## src/hdl/timer_q_pkg.sv

```systemverilog
// shared constants, types and register map of the timer q unit
package timer_q_pkg;

    // bus and data widths
    localparam int ADDR_W = 8;
    localparam int DATA_W = 32;
    localparam int CNT_W = 16;
    localparam int CH_N = 4;
    localparam int PRE_W = 7;

    // register byte offsets
    localparam logic [ADDR_W-1:0] OFF_CTL0 = 8'h00;
    localparam logic [ADDR_W-1:0] OFF_IOC0 = 8'h04;
    localparam logic [ADDR_W-1:0] OFF_IOC1 = 8'h08;
    localparam logic [ADDR_W-1:0] OFF_IOC2 = 8'h0c;
    localparam logic [ADDR_W-1:0] OFF_CCR0 = 8'h10;
    localparam logic [ADDR_W-1:0] OFF_CCR1 = 8'h14;
    localparam logic [ADDR_W-1:0] OFF_CCR2 = 8'h18;
    localparam logic [ADDR_W-1:0] OFF_CCR3 = 8'h1c;
    localparam logic [ADDR_W-1:0] OFF_CNT = 8'h20;

    // reset values
    localparam logic [7:0] CTL0_RST = 8'h00;
    localparam logic [7:0] IOC_RST = 8'h00;
    localparam logic [CNT_W-1:0] CCR_RST = 16'h0000;
    localparam logic [CNT_W-1:0] CNT_IDLE = 16'hffff;
    localparam logic [CNT_W-1:0] CNT_READ_IDLE = 16'h0000;
    localparam logic [CNT_W-1:0] CNT_ONE = 16'h0001;
    localparam logic [PRE_W-1:0] PRE_ONE = 7'h01;

    // io_control_2 field positions
    localparam int IOC2_EXT_BIT = 2;
    localparam int IOC2_CAP_LSB = 4;

    // timer_control_0 layout: enable, four fixed zeros, clock select
    typedef struct packed {
        logic run;
        logic [3:0] fixed;
        logic [2:0] cks;
    } ctl_s;

    // valid edge choice of one timer input
    typedef enum logic [1:0] {
        EDGE_NONE = 2'b00,
        EDGE_RISE = 2'b01,
        EDGE_FALL = 2'b10,
        EDGE_BOTH = 2'b11
    } edge_sel_e;

endpackage : timer_q_pkg

```

## src/hdl/edge_detect.sv

```systemverilog
// valid edge detector for one timer input pin
`timescale 1ns/1ps
`default_nettype none
module edge_detect (
    input wire logic mclk,
    input wire logic arst_n,
    input wire logic run,
    input wire logic [1:0] sel,
    input wire logic din,
    output logic hit
);

    logic prev_r; // input level one cycle ago
    timer_q_pkg::edge_sel_e sel_e; // decoded edge choice

    // remember the previous level of the pin
    always_ff @(posedge mclk or negedge arst_n) begin
        if (!arst_n) begin
            prev_r <= 1'b0;
        end else begin
            prev_r <= din;
        end
    end

    // pick rising, falling, both or no edge
    always_comb begin
        sel_e = timer_q_pkg::edge_sel_e'(sel);
        case (sel_e)
            timer_q_pkg::EDGE_RISE: hit = run & din & ~prev_r;
            timer_q_pkg::EDGE_FALL: hit = run & ~din & prev_r;
            timer_q_pkg::EDGE_BOTH: hit = run & (din ^ prev_r);
            default: hit = 1'b0; // no edge is valid
        endcase
    end

endmodule : edge_detect
`default_nettype wire

```

## src/hdl/timer_q_unit.sv

```systemverilog
// timer q unit: counter, compare buffers, edges, outputs, apb registers
`timescale 1ns/1ps
`default_nettype none
module timer_q_unit #(
    parameter int CH_N = timer_q_pkg::CH_N
) (
    input wire logic mclk,
    input wire logic arst_n,
    input wire logic psel,
    input wire logic penable,
    input wire logic pwrite,
    input wire logic [timer_q_pkg::ADDR_W-1:0] paddr,
    input wire logic [timer_q_pkg::DATA_W-1:0] pwdata,
    input wire logic [3:0] pstrb,
    output logic [timer_q_pkg::DATA_W-1:0] prdata,
    output logic pready,
    output logic pslverr,
    input wire logic [CH_N-1:0] timer_input,
    output logic [CH_N-1:0] timer_output,
    output logic [CH_N-1:0] match_irq
);

    localparam int CW = timer_q_pkg::CNT_W;
    localparam int PW = timer_q_pkg::PRE_W;

    // timing in short: a bus write lands at the edge that ends its access
    // cycle; the counter moves at the edge after a tick; a match is seen
    // in the cycle after the counter takes the buffer value, and both the
    // request and the output toggle come from flip-flops one edge later.
    // stopping is a clear inside the clock, not a reset of the flops, so
    // a request already launched at the stopping edge still stands for
    // its one cycle

    // software visible registers
    timer_q_pkg::ctl_s ctl_r; // timer_control_0
    logic [7:0] ioc0_r; // io_control_0: output enable and level
    logic [7:0] ioc1_r; // io_control_1: input edge selects
    logic [7:0] ioc2_r; // io_control_2: event edge, source, modes
    logic [CW-1:0] ccr_r [CH_N]; // cap_cmp_reg_0 .. cap_cmp_reg_3

    // hidden state
    // the compare buffers sit beside the registers and have no address
    logic [CW-1:0] buf_r [CH_N]; // compare buffers, no bus path
    logic [CW-1:0] cnt_r; // 16-bit counter
    logic [PW-1:0] pre_r; // prescaler of the peripheral clock
    logic step_r; // counter moved in the previous cycle
    logic [CH_N-1:0] out_r; // timer output pins
    logic [CH_N-1:0] irq_r; // match interrupt pulses

    // bus side state
    // all three stand for one access cycle only
    logic [timer_q_pkg::DATA_W-1:0] rdata_r; // read data for access
    logic pready_r; // answer of the access phase
    logic slverr_r; // unmapped address flag

    // combinational helpers
    logic run; // timer enabled
    logic tick; // one count of the counter this cycle
    logic ev_hit; // valid edge on the event input
    logic [CH_N-1:0] cin_hit; // valid edges on capture inputs
    logic [CH_N-1:0] cap_mode; // channel used for capture
    logic [CH_N-1:0] match; // counter equals a buffer
    logic wr_acc; // write taken at this edge
    logic [timer_q_pkg::DATA_W-1:0] rd_mux; // read value
    logic rd_ok; // address is mapped
    logic ctl_wr; // byte write to timer_control_0
    logic ioc_wr; // byte write by lane 0 to any address; the case picks the register
    timer_q_pkg::ctl_s ctl_wd; // written byte seen as control fields

    // internal tick for a clock select code, divider of 2^cks
    // code 0 ticks every cycle, code 7 once in 128 cycles
    function automatic logic int_tick(input logic [PW-1:0] pre,
                                      input logic [2:0] cks);
        logic [PW-1:0] mask;
        mask = PW'((8'h01 << cks) - 8'h01);
        return (pre & mask) == mask;
    endfunction : int_tick

    // merge low two byte lanes of a write into a 16-bit value
    // a lane left out keeps the old byte
    function automatic logic [CW-1:0] lane16(input logic [CW-1:0] old,
                                             input logic [31:0] wd,
                                             input logic [3:0] st);
        logic [CW-1:0] v;
        v = old;
        if (st[0]) begin
            v[7:0] = wd[7:0];
        end
        if (st[1]) begin
            v[15:8] = wd[15:8];
        end
        return v;
    endfunction : lane16

    // byte offset of a channel's capture/compare register
    // channels above three share the last offset
    function automatic logic [timer_q_pkg::ADDR_W-1:0] ccr_off(
        input int k);
        case (k)
            0: return timer_q_pkg::OFF_CCR0;
            1: return timer_q_pkg::OFF_CCR1;
            2: return timer_q_pkg::OFF_CCR2;
            default: return timer_q_pkg::OFF_CCR3;
        endcase
    endfunction : ccr_off

    // decoded enable, capture use and write strobes
    assign run = ctl_r.run;
    assign cap_mode = ioc2_r[timer_q_pkg::IOC2_CAP_LSB +: CH_N];
    assign wr_acc = psel & penable & pwrite & pready_r;
    // byte-wide registers take lane 0; without it a write is ignored
    assign ctl_wr = wr_acc & pstrb[0] & (paddr == timer_q_pkg::OFF_CTL0);
    assign ioc_wr = wr_acc & pstrb[0];
    assign ctl_wd = pwdata[7:0];

    // valid edge detectors of the capture inputs
    // one detector per input; they only fire while the timer runs
    genvar g;
    generate
        for (g = 0; g < CH_N; g++) begin : g_cin
            edge_detect u_edge (
                .mclk(mclk),
                .arst_n(arst_n),
                .run(run),
                .sel(ioc1_r[2*g +: 2]),
                .din(timer_input[g]),
                .hit(cin_hit[g])
            );
        end
    endgenerate

    // event input shares pin 0 with its own edge choice
    // a second detector, so capture and counting may pick other edges
    edge_detect u_event (
        .mclk(mclk),
        .arst_n(arst_n),
        .run(run),
        .sel(ioc2_r[1:0]),
        .din(timer_input[0]),
        .hit(ev_hit)
    );

    // count clock selector: external events or divided clock
    // only one source feeds the counter at a time
    always_comb begin
        if (ioc2_r[timer_q_pkg::IOC2_EXT_BIT]) begin
            tick = run & ev_hit;
        end else begin
            tick = run & int_tick(pre_r, ctl_r.cks);
        end
    end

    // prescaler runs only while enabled, cleared when stopped
    // so each start sees a whole first period of the count clock
    always_ff @(posedge mclk or negedge arst_n) begin
        if (!arst_n) begin
            pre_r <= '0;
        end else if (!run) begin
            pre_r <= '0;
        end else begin
            pre_r <= pre_r + timer_q_pkg::PRE_ONE;
        end
    end

    // 16-bit counter, all ones while stopped
    // the first tick after a start takes it from all ones to zero
    always_ff @(posedge mclk or negedge arst_n) begin
        if (!arst_n) begin
            cnt_r <= timer_q_pkg::CNT_IDLE;
        end else if (!run) begin
            cnt_r <= timer_q_pkg::CNT_IDLE;
        end else if (tick) begin
            cnt_r <= cnt_r + timer_q_pkg::CNT_ONE;
        end
    end

    // marks the cycle in which the counter holds a fresh value
    // without it a counter resting on the buffer value under a slow
    // count clock would hold the match request for many cycles
    always_ff @(posedge mclk or negedge arst_n) begin
        if (!arst_n) begin
            step_r <= 1'b0;
        end else begin
            step_r <= tick;
        end
    end

    // control register 0: whole byte by lane 0, fixed bits kept zero
    // a rewrite of the same value leaves every field as it was, so the
    // prescaler and counter run on undisturbed
    always_ff @(posedge mclk or negedge arst_n) begin
        if (!arst_n) begin
            ctl_r <= timer_q_pkg::ctl_s'(timer_q_pkg::CTL0_RST);
        end else if (ctl_wr) begin
            ctl_r.run <= ctl_wd.run;
            ctl_r.fixed <= '0;
            ctl_r.cks <= ctl_wd.cks;
        end
    end

    // io control registers, one byte each
    // pins, edge choices and channel use all change only here
    always_ff @(posedge mclk or negedge arst_n) begin
        if (!arst_n) begin
            ioc0_r <= timer_q_pkg::IOC_RST;
            ioc1_r <= timer_q_pkg::IOC_RST;
            ioc2_r <= timer_q_pkg::IOC_RST;
        end else if (ioc_wr) begin
            case (paddr)
                timer_q_pkg::OFF_IOC0: ioc0_r <= pwdata[7:0];
                timer_q_pkg::OFF_IOC1: ioc1_r <= pwdata[7:0];
                timer_q_pkg::OFF_IOC2: ioc2_r <= pwdata[7:0];
                default: ioc0_r <= ioc0_r; // other addresses
            endcase
        end
    end

    // per channel: register, hidden buffer, match, output, irq
    // channel k uses bits 2k and 2k+1 of io_control_0
    generate
        for (g = 0; g < CH_N; g++) begin : g_ch
            logic ccr_wr; // write to this channel's register
            assign ccr_wr = wr_acc && paddr == ccr_off(g);

            // capture/compare register: bus write wins over capture
            // both byte lanes are written separately
            always_ff @(posedge mclk or negedge arst_n) begin
                if (!arst_n) begin
                    ccr_r[g] <= timer_q_pkg::CCR_RST;
                end else if (ccr_wr) begin
                    ccr_r[g] <= lane16(ccr_r[g], pwdata, pstrb);
                end else if (cap_mode[g] && cin_hit[g]) begin
                    ccr_r[g] <= cnt_r; // capture on a valid edge
                end
            end

            // hidden buffer loaded only from a compare-use write
            // a write in capture use leaves the buffer as it was
            always_ff @(posedge mclk or negedge arst_n) begin
                if (!arst_n) begin
                    buf_r[g] <= timer_q_pkg::CCR_RST;
                end else if (ccr_wr && !cap_mode[g]) begin
                    buf_r[g] <= lane16(ccr_r[g], pwdata, pstrb);
                end
            end

            // fresh counter value equal to the buffer
            // the buffer is not compared while the channel captures
            assign match[g] = run & step_r & ~cap_mode[g]
                              & (cnt_r == buf_r[g]);

            // one-cycle match interrupt request
            // stands one cycle, since a match lasts one cycle
            always_ff @(posedge mclk or negedge arst_n) begin
                if (!arst_n) begin
                    irq_r[g] <= 1'b0;
                end else begin
                    irq_r[g] <= match[g];
                end
            end

            // output pin: idle level when stopped, toggles on match
            // with the enable bit clear the pin shows the level bit,
            // so software may park it high or low
            always_ff @(posedge mclk or negedge arst_n) begin
                if (!arst_n) begin
                    out_r[g] <= 1'b0;
                end else if (!run || !ioc0_r[2*g]) begin
                    out_r[g] <= ioc0_r[2*g+1];
                end else if (match[g]) begin
                    out_r[g] <= ~out_r[g];
                end
            end
        end
    endgenerate

    // read decode; buffers never appear on the bus
    // unmapped addresses read zero and raise the error flag
    always_comb begin
        rd_mux = '0;
        rd_ok = 1'b1;
        case (paddr)
            timer_q_pkg::OFF_CTL0: rd_mux[7:0] = ctl_r;
            timer_q_pkg::OFF_IOC0: rd_mux[7:0] = ioc0_r;
            timer_q_pkg::OFF_IOC1: rd_mux[7:0] = ioc1_r;
            timer_q_pkg::OFF_IOC2: rd_mux[7:0] = ioc2_r;
            timer_q_pkg::OFF_CCR0: rd_mux[CW-1:0] = ccr_r[0];
            timer_q_pkg::OFF_CCR1: rd_mux[CW-1:0] = ccr_r[1];
            timer_q_pkg::OFF_CCR2: rd_mux[CW-1:0] = ccr_r[2];
            timer_q_pkg::OFF_CCR3: rd_mux[CW-1:0] = ccr_r[3];
            timer_q_pkg::OFF_CNT: begin
                // stopped counter reads as zero though it holds ones
                rd_mux[CW-1:0] = run ? cnt_r
                                     : timer_q_pkg::CNT_READ_IDLE;
            end
            default: rd_ok = 1'b0; // unmapped address
        endcase
    end

    // apb answer: ready in every access phase, no wait states
    // the answer is prepared at the setup edge, so read data shows
    // the register as it stood at that edge
    always_ff @(posedge mclk or negedge arst_n) begin
        if (!arst_n) begin
            pready_r <= 1'b0;
            slverr_r <= 1'b0;
            rdata_r <= '0;
        end else if (psel && !penable) begin
            // setup cycle: prepare the answer for the access phase
            pready_r <= 1'b1;
            slverr_r <= ~rd_ok;
            rdata_r <= pwrite ? '0 : rd_mux;
        end else begin
            // answer lasts one access cycle only
            pready_r <= 1'b0;
            slverr_r <= 1'b0;
            rdata_r <= '0;
        end
    end

    // outputs straight from flip-flops
    // nothing combinational reaches a pin
    assign prdata = rdata_r;
    assign pready = pready_r;
    assign pslverr = slverr_r;
    assign timer_output = out_r;
    assign match_irq = irq_r;

endmodule : timer_q_unit
`default_nettype wire

```

## config.mk

```make
export PLATFORM = sky130hd
export DESIGN_NAME = timer_q_unit
export DESIGN_NICKNAME = d
export VERILOG_FILES = /design/src/hdl/timer_q_pkg.sv /design/src/hdl/edge_detect.sv /design/src/hdl/timer_q_unit.sv
export SDC_FILE = /design/constraint.sdc
export NUM_CORES = 1
export LEC_CHECK = 0
export ABC_AREA = 1
export CORE_MARGIN = 1.5
export CORE_UTILIZATION = 50
export CTS_CLUSTER_DIAMETER = 80
export DETAILED_ROUTE_END_ITERATION = 8
export DONT_BUFFER_PORTS = 1
export HOLD_SLACK_MARGIN = 0.12
export PLACE_DENSITY_LB_ADDON = 0.15
export SYNTH_ARGS = -nofsm -noshare
export SYNTH_HDL_FRONTEND = slang
export SYNTH_SLANG_ARGS = --single-unit
```

## constraint.sdc

```tcl
create_clock -name mclk -period 3.95 [get_ports mclk]
set_input_delay 0.395 -clock mclk [delete_from_list [all_inputs] [get_ports mclk]]
set_output_delay 0.395 -clock mclk [all_outputs]
set_load 0.1 [all_outputs]
```

==> results.sh, run 1 <==
export IMPL_grt_max_degree=211
export IMPL_vias_per_cell=5.70
export IMPL_required_ns=4.43
export IMPL_power_switching_mw=1.15
export IMPL_syn_inst=1681
export IMPL_placed_cell_area_mm2=0.0121
export IMPL_synth_fa_ha_area_share_pct=0.311
export IMPL_synth_top_family_by_area="simple AND/OR/NAND/NOR gates"
export IMPL_synth_compound_area_share_pct=11.7
export IMPL_fin_area_mm2=0.0131
export IMPL_vdd_drop_max_mv=0.355
export IMPL_rows=56
export IMPL_antenna_found_initial=1
export IMPL_synth_top_area_cell="dfrtp_1"
export IMPL_ys_top_cells_by_area="dfrtp_1 (40%), nand2_1 (18%), o21ai_0 (6.3%), nand3_1 (5.9%), inv_1 (5.2%)"
export IMPL_ys_ff_latch=210
export IMPL_hold_viol=210
export IMPL_dp_slack_ns=1.41
export IMPL_worst_slew_pin_transition_ns=0.925
export IMPL_cts_max_level=1
export IMPL_drtPass1Iterations=7
export IMPL_initial_utilization_pct=51.2
export IMPL_clk_pin_slew_ns=0.06
export IMPL_drt_iter0_markers=1088
export IMPL_die_h_um=158
export IMPL_hp_class="input port to asynchronous set/reset pin"
export IMPL_fin_ws_ns=1.36
export IMPL_port_buffers=0
export IMPL_cts_root_buf="clkbuf_16"
export IMPL_finalWeightedCongestion=0.956
export IMPL_coreArea_mm2=0.0236
export IMPL_muxShareOfSynthArea_pct=0
export IMPL_maxSlewViolCount=0
export IMPL_vias=11400
export IMPL_p_int_mw=3.54
export IMPL_stdcell_count=1991
export IMPL_clockBufferDepth=3
export IMPL_ioPinCount=95
export IMPL_area_delta_synth_final_pct=8.26
export IMPL_cts_resized=0
export IMPL_end_kind="flop"
export IMPL_nets=1709
export IMPL_powerDensity_mw_per_mm2=359
export IMPL_synth_simple_area_share_pct=33.1
export IMPL_cp_max_fo=18
export IMPL_maxCapViolations=0
export IMPL_synth_xor_area_share_pct=1.81
export IMPL_grt_pass1_wl_um=61500
export IMPL_grt_pass1_vias=10800
export IMPL_synth_distinct_cells=41
export IMPL_grt_overflow=0
export IMPL_syn_area_mm2=0.0121
export IMPL_period_minus_slack_ns=2.59
export IMPL_path_class="flop to flop"
export IMPL_hold_buffers=16
export IMPL_tritoncts="done"
export IMPL_die_area_mm2=0.0251
export IMPL_drive_gt1_share_pct=5.92
export IMPL_post_route_util_pct=55.4
export IMPL_diodes=0
export IMPL_clock_latency_ns=0.55
export IMPL_seqPwrFrac_pct=46.4
export IMPL_start_kind="flop"
export IMPL_place_hpwl_um=27600
export IMPL_pwr_share_clk_pct=49.0
export IMPL_leakagePower_nw=6.53
export IMPL_max_freq_mhz=386
export IMPL_min_period_over_period_pct=65.5
export IMPL_finalSetupViolCount=0
export IMPL_synth_seq_area_share_pct=43.7
export IMPL_switching_share_pct=24.6
export IMPL_timing_setup_tns_ns=0
export IMPL_violations="hold timing"
export IMPL_placedCellCount=1929
export IMPL_worst_ep_arrival_time_ns=3.07
export IMPL_cts_buffers=25
export IMPL_yosys_warnings=0
export IMPL_rsz0062_at_grt="no"
export IMPL_final_cell_mix="nand2_1 (572), dfrtp_1 (193), inv_1 (166)"
export IMPL_post_cts_buffers=0
export IMPL_run_status="finished, violations left"
export IMPL_holdWs_ns=-0.458
export IMPL_wl_um=39500
export IMPL_grt_util_all_layers_pct=32.7
export IMPL_drc=0
export IMPL_p_comb_share_pct=4.6
export IMPL_mostFrequentLayoutCell="nand2_1"
export IMPL_die_x_um=158
export IMPL_max_slew_margin_pct=38.3
export IMPL_finClkSkew_ns=0.0116
export IMPL_post_drt_wl_per_cell_um=19.8
export IMPL_netlist_area_leader_share_pct=40.2
export IMPL_postRouteAntennaNets=0
export IMPL_postSynthAreaPerCell_um2=7.19
export IMPL_cts_sinks=210
[per-stage QoR]
| step | hold slack (ns) | total power, mW |
|---|---|---|
| 2_1_floorplan | 0.0994 | 2.39 |
| 5_1_grt | -0.473 | 4.82 |
| 3_3_place_gp | 0.112 | 2.41 |
| 3_5_place_dp | 0.111 | 2.41 |
| 6_report | -0.458 | 4.70 |
| 4_1_cts | -0.464 | 4.71 |
[final cells by class]
class / count / area (um2)
clock buffer: 36 / 717
sequential: 210 / 5280
inverter: 176 / 666
fill: 2326 / 10500
timing repair buffer: 21 / 198
multi-input combinational: 1219 / 5730
tap: 319 / 399
clock inverter: 10 / 93.8
[registers in the layout, summed over array words and instances (netlist names)]
name,cells
timer_output,4
g_cin.u_edge.prev_r,3
step_r,1
run,1
buf_r,64
ctl_r,3
u_event.prev_r,1
ioc2_r,8
ioc0_r,8
ioc1_r,8
match_irq,4
pready,1
prdata,16
pre_r,7
cnt_r,16
ccr_r,64
pslverr,1
[path summary, 6_finish.rpt]
path / from / depth (start not counted) / to / slack, ns
worst max-delay path: ctl_r[1] / 13 / cnt_r[5] / 1.36
worst min-delay path: arst_n / 0 / ccr_r[14] / -0.46
worst min register to register: ccr_r[57] / 2 / ccr_r[57] / 0.48
min in group mclk: pstrb[0] / 3 / buf_r[3] / 0.12
worst max register to register: ctl_r[1] / 13 / cnt_r[5] / 1.36
max in group asynchronous: arst_n / 0 / ccr_r[17] / 4.00
[critical path: stages, from the launching register on]
cell     delay, ns
dfrtp_1       0.46
nor2_1        0.25
nand2_1       0.09
ha_1          0.30
nor2_1        0.09
nor2_1        0.05
nand3_1       0.06
nor2_1        0.04
nand2_1       0.06
inv_1         0.04
nand2_2       0.35
nand3_2       0.47
nand2_1       0.18
nand2_1       0.06
[Yosys cell counts (all sizes together)]
| cell type | n |
|---|---|
| nand2 | 576 |
| dfrtp | 194 |
| inv | 175 |
| o21ai | 171 |
| nand3 | 146 |
| nor2 | 123 |
| buf | 52 |
| o211ai | 50 |
| nand4 | 41 |
| clkbuf | 39 |
| xor2 | 25 |
| nor3 | 21 |
| a21oi | 18 |
| dfstp | 16 |
| nor4 | 7 |
| o22ai | 7 |
| or2 | 4 |
| a21boi | 3 |
| ha | 3 |
| nand3b | 2 |
| nor3b | 2 |
| clkinv | 1 |
| conb | 1 |
| o2111ai | 1 |
| o21bai | 1 |
| o31ai | 1 |
| or3 | 1 |
[kinds of logic after synthesis]
logic type	count (synthesis)
buf+inv	267
fa+ha+maj	3
compound gates	252
xor+xnor	25
other cells	1
flops	210
simple gates	923
[power by group through the flow]
| stage | combinational [mW] | clock (mW) | sequential, mW |
|---|---|---|---|
| after floorplan | 0.171 | 0 | 2.22 |
| after global placement | 0.194 | 0 | 2.22 |
| after detailed placement | 0.195 | 0 | 2.22 |
| after CTS | 0.210 | 2.32 | 2.18 |
| after global routing | 0.228 | 2.41 | 2.18 |
| final | 0.214 | 2.30 | 2.18 |
[per-layer routing]
layer | GRT usage (%) | part of all wire [%] | vias to the layer above
li1 | - | - | 5375
met1 | 42.9 | 42 | 5311
met2 | 50.9 | 44 | 531
met3 | 6.34 | 8.3 | 134
met4 | 17.6 | 5.6 | 2
met5 | 0 | 0.033 | -
Note: power is estimated with default switching activity, not from simulation.
==> run 2, diff against run 1 <==
clock period = 2.28 ns   (was 3.95 ns; I/O delays follow)
==> results.sh, run 2 (synthesis results as in run 1) <==
export IMPL_min_period_over_period_pct=88.7
export IMPL_drtPass1Iterations=5
export IMPL_initial_utilization_pct=51.2
export IMPL_timing_critical_path_buf_inv=2
export IMPL_max_freq_mhz=494
export IMPL_end_kind="flop"
export IMPL_die_h_um=158
export IMPL_cp_top_family="simple AND/OR/NAND/NOR gates"
export IMPL_start_kind="flop"
export IMPL_rows=56
export IMPL_max_slew_margin_pct=18.9
export IMPL_top_regs="buf_r x64, ccr_r x64"
export IMPL_powerDensity_mw_per_mm2=628
export IMPL_required_ns=2.75
export IMPL_worst_slew_pin_transition_ns=1.21
export IMPL_hold_buffers=18
export IMPL_grt_pass1_vias=10900
export IMPL_drc=0
export IMPL_period_minus_slack_ns=2.02
export IMPL_holdWs_ns=-0.602
export IMPL_drive_gt1_share_pct=8.18
export IMPL_finClkSkew_ns=0.0185
export IMPL_finalWeightedCongestion=0.929
export IMPL_maxSlewViolCount=0
export IMPL_power_mw=8.45
export IMPL_maxCapViolations=0
export IMPL_post_drt_wl_per_cell_um=19.8
export IMPL_crit_chain="nor2_1 > nand2_1 > ha_1 > nor2_1 > nor2_1 > nand3_1 > nor2_1 > nand2_1 > inv_1 > nand2_2 > buf_4 > nand4_1 > nand2_1"
export IMPL_clk_pin_slew_ns=0.06
export IMPL_hold_viol=210
export IMPL_cp_max_fo=17
export IMPL_hp_class="input port to asynchronous set/reset pin"
export IMPL_final_cell_mix="nand2_1 (572), dfrtp_1 (193), inv_1 (166)"
export IMPL_worst_ep_arrival_time_ns=2.49
export IMPL_diodes=0
export IMPL_coreArea_mm2=0.0236
export IMPL_wl_um=40200
export IMPL_cp_slowest_cell="dfrtp_1"
export IMPL_die_area_mm2=0.0251
export IMPL_vias_per_cell=5.67
export IMPL_cp_common_cell="nor2_1"
export IMPL_finalSetupViolCount=0
export IMPL_grt_pass1_wl_um=63100
export IMPL_cts_max_level=1
export IMPL_cts_buffers=25
export IMPL_port_buffers=0
export IMPL_area_delta_synth_final_pct=11.4
export IMPL_cts_sinks=210
export IMPL_postRouteAntennaNets=0
export IMPL_vdd_drop_max_mv=0.533
export IMPL_grt_overflow=0
export IMPL_clock_latency_ns=0.54
export IMPL_tritoncts="done"
export IMPL_rsz0062_at_grt="no"
export IMPL_antenna_found_initial=0
export IMPL_nets=1749
export IMPL_run_status="finished, violations left"
export IMPL_violations="hold timing"
export IMPL_slowest_delay_ns=0.44
export IMPL_drt_iter0_markers=1094
export IMPL_vias=11500
export IMPL_timing_setup_tns_ns=0
export IMPL_die_x_um=158
export IMPL_grt_util_all_layers_pct=33.4
export IMPL_cts_root_buf="clkbuf_16"
export IMPL_post_cts_buffers=0
export IMPL_place_hpwl_um=28600
export IMPL_leakagePower_nw=6.74
export IMPL_ioPinCount=95
export IMPL_grt_max_degree=211
export IMPL_clockBufferDepth=3
export IMPL_path_class="flop to flop"
export IMPL_mostFrequentLayoutCell="nand2_1"
[run 2: repair_timing]
| item | 4_1_cts | 5_1_grt |
|---|---|---|
| endpoints found under the hold margin | 352 | 210 |
| endpoints found under the setup margin | 0 | 3 |
| gates resized for setup | 0 | 1 |
[run 2: stage by stage]
step | hold slack [ns] | utilization [%] | setup WS [ns] | area, um2 | std cells
after floorplan | -0.0676 | - | 0.0850 | 12100 | 1696
after global placement | -0.0577 | 52.5 | 0.249 | 12400 | 1967
after detailed placement | -0.0569 | 52.5 | 0.202 | 12400 | 1967
after CTS | -0.617 | 57.0 | 0.172 | 13500 | 2031
after global routing | -0.615 | 57.0 | 0.108 | 13500 | 2031
final | -0.602 | 57.0 | 0.257 | 13500 | 2031
[run 2: layout make-up]
cell class              instances  area [um2]
multi-input cells            1219        5740
clock buffers                  32         692
clock inverters                14         186
inverters                     176         666
well taps                     319         399
repair buffers                 61         503
flip-flops and latches        210        5280
fillers                      2239       10200
[run 2: metal layers]
| layer | routed length [um] | vias up | global-route usage (%) | part of all wire, % |
|---|---|---|---|---|
| li1 | - | 5442 | - | - |
| met1 | 17000 | 5470 | 46.0 | 42 |
| met2 | 18300 | 503 | 53.0 | 45 |
| met3 | 2920 | 105 | 3.40 | 7.3 |
| met4 | 2040 | 0 | 15.9 | 5.1 |
| met5 | 0 | - | 0 | 0 |
[run 2: final timing paths]
path | slack, ns | start | cells past startpoint | endpoint
max | 0.26 | ctl_r[0] | 13 | cnt_r[13]
min | -0.60 | arst_n | 0 | ccr_r[11]
max reg2reg | 0.26 | ctl_r[0] | 13 | cnt_r[13]
min reg2reg | 0.49 | ccr_r[51] | 2 | ccr_r[51]
max in group asynchronous | 2.33 | arst_n | 0 | ccr_r[12]
min in group mclk | 0.15 | pstrb[0] | 4 | buf_r[16]
[run 2: where the power goes]
part	leakage (nW)	total (mW)	internal, mW	switching (mW)
combinational	3.88	0.397	0.0811	0.316
sequential	2.44	3.77	3.75	0.0235
clock	0.430	4.28	2.60	1.68
==> run 3, diff against run 2 <==
CORE_UTILIZATION = 57   (was 50)
==> results.sh, run 3 (synthesis results as in run 1) <==
export IMPL_grt_overflow=0
export IMPL_worst_slew_pin_transition_ns=1.17
export IMPL_drtPass1Iterations=7
export IMPL_powerDensity_mw_per_mm2=599
export IMPL_port_buffers=0
export IMPL_path_class="input port to flop"
export IMPL_dp_slack_ns=0.214
export IMPL_coreArea_mm2=0.0209
export IMPL_holdWs_ns=-0.600
export IMPL_final_cell_mix="nand2_1 (572), dfrtp_1 (193), inv_1 (166)"
export IMPL_post_drt_wl_per_cell_um=19.6
export IMPL_drt_iter0_markers=1129
export IMPL_worstReg2RegStart="ctl_r[0]"
export IMPL_violations="hold timing"
export IMPL_busiest_layer="met2"
export IMPL_worst_ep_arrival_time_ns=2.46
export IMPL_cts_root_buf="clkbuf_16"
export IMPL_vias_per_cell=5.88
export IMPL_cp_max_fo=8
export IMPL_cts_buffers=24
export IMPL_maxCapViolations=0
export IMPL_vias=11700
export IMPL_p_comb_share_pct=5.0
export IMPL_area_delta_synth_final_pct=9.89
export IMPL_grt_pass1_wl_um=61800
export IMPL_min_period_over_period_pct=90.7
export IMPL_end_kind="flop"
export IMPL_fin_ws_ns=0.213
export IMPL_die_area_mm2=0.0221
export IMPL_max_slew_margin_pct=21.4
export IMPL_place_hpwl_um=27700
export IMPL_seqPwrFrac_pct=47.5
export IMPL_postRouteAntennaNets=0
export IMPL_startpoint="penable"
export IMPL_period_minus_slack_ns=2.07
export IMPL_finalSetupViolCount=0
export IMPL_clock_latency_ns=0.52
export IMPL_grt_util_all_layers_pct=36.3
export IMPL_cp_endpoint="prdata[6]"
export IMPL_start_kind="input port"
export IMPL_power_mw=7.95
export IMPL_top_regs="buf_r x64, ccr_r x64"
export IMPL_pwr_share_clk_pct=47.5
export IMPL_grt_use_met3_pct=4.97
export IMPL_clk_pin_slew_ns=0.06
export IMPL_cts_sinks=210
export IMPL_vdd_drop_max_mv=0.536
export IMPL_clockBufferDepth=3
export IMPL_timing_setup_tns_ns=0
export IMPL_finClkSkew_ns=0.0134
export IMPL_met2_usage_pct=56.6
export IMPL_tritoncts="done"
export IMPL_post_route_util_pct=63.6
export IMPL_die_h_um=149
export IMPL_switching_share_pct=23.9
export IMPL_met1_usage_pct=48.9
export IMPL_fillers=1902
export IMPL_nets=1747
export IMPL_regToRegSetupSlack_ns=0.27
export IMPL_diodes=0
export IMPL_worstReg2RegEnd="cnt_r[3]"
export IMPL_maxSlewViolCount=0
export IMPL_antenna_found_initial=0
export IMPL_rsz0062_at_grt="no"
export IMPL_post_cts_buffers=0
export IMPL_p_int_mw=6.05
export IMPL_hold_buffers=19
export IMPL_cts_max_level=1
export IMPL_finalWeightedCongestion=0.931
export IMPL_initial_utilization_pct=57.8
export IMPL_drc=0
export IMPL_power_switching_mw=1.90
export IMPL_leakagePower_nw=6.67
export IMPL_rows=53
export IMPL_ioPinCount=95
export IMPL_hp_class="input port to asynchronous set/reset pin"
export IMPL_die_x_um=149
export IMPL_grt_pass1_vias=11100
export IMPL_grt_max_degree=211
export IMPL_required_ns=2.67
export IMPL_mostFrequentLayoutCell="nand2_1"
export IMPL_drive_gt1_share_pct=7.49
export IMPL_reg2reg_depth=13
export IMPL_wl_um=39000
export IMPL_hold_viol=210
export IMPL_run_status="finished, violations left"
export IMPL_max_freq_mhz=484
[run 3: worst min path at each step]
stage	end	slack, ns	cells after the start
3_5_place_dp	ccr_r[11]	-0.06	0
2_1_floorplan	buf_r[0]	-0.07	0
4_1_cts	ccr_r[61]	-0.60	0
3_3_place_gp	ccr_r[10]	-0.06	0
6_report	buf_r[6]	-0.60	0
5_1_grt	buf_r[9]	-0.61	0
[run 3: worst max-delay path, cell delays in order]
cell and delay [ns]:
dlygate4sd3_1 0.53, nor2_1 0.14, dlygate4sd3_1 0.59, inv_1 0.06, nor2_1 0.08, buf_4 0.16
nand2_1 0.28, a21oi_1 0.39
[run 3: through the flow]
step	instance area, um2	cells	hold WS (ns)
floorplan	12100	1696	-0.0676
global placement	12300	1921	-0.0584
detailed placement	12300	1921	-0.0600
CTS	13300	1983	-0.602
global route	13300	1983	-0.607
finish	13300	1983	-0.600
[run 3: power by group through the flow]
stage	Sequential (mW)	Clock [mW]	Combinational (mW)
final	3.77	3.78	0.395
after global routing	3.78	3.95	0.420
after CTS	3.77	3.80	0.385
after detailed placement	3.84	0	0.344
after global placement	3.84	0	0.342
after floorplan	3.84	0	0.296
[run 3: timing repair]
action,CTS,global route
setup endpoints to repair,0,16
endpoints found under the hold margin,354,210
resized for setup,0,1
[run 3: layer usage]
| layer | vias up | share of wire, % | routed length (um) |
|---|---|---|---|
| li1 | 5427 | - | - |
| met4 | 0 | 6.0 | 2320 |
| met1 | 5452 | 41 | 15900 |
| met3 | 140 | 8.3 | 3230 |
| met5 | - | 0 | 0 |
| met2 | 641 | 45 | 17500 |
[run 3: area by class of cell]
class / instances / area, um2 / share of cell area, %
Inverter: 176 / 666 / 5.01
Clock buffer: 38 / 704 / 5.31
Timing Repair Buffer: 60 / 498 / 3.75
Tap cell: 275 / 344 / 2.59
Sequential cell: 210 / 5280 / 39.7
Multi-Input combinational cell: 1219 / 5740 / 43.2
Clock inverter: 5 / 50.0 / 0.377
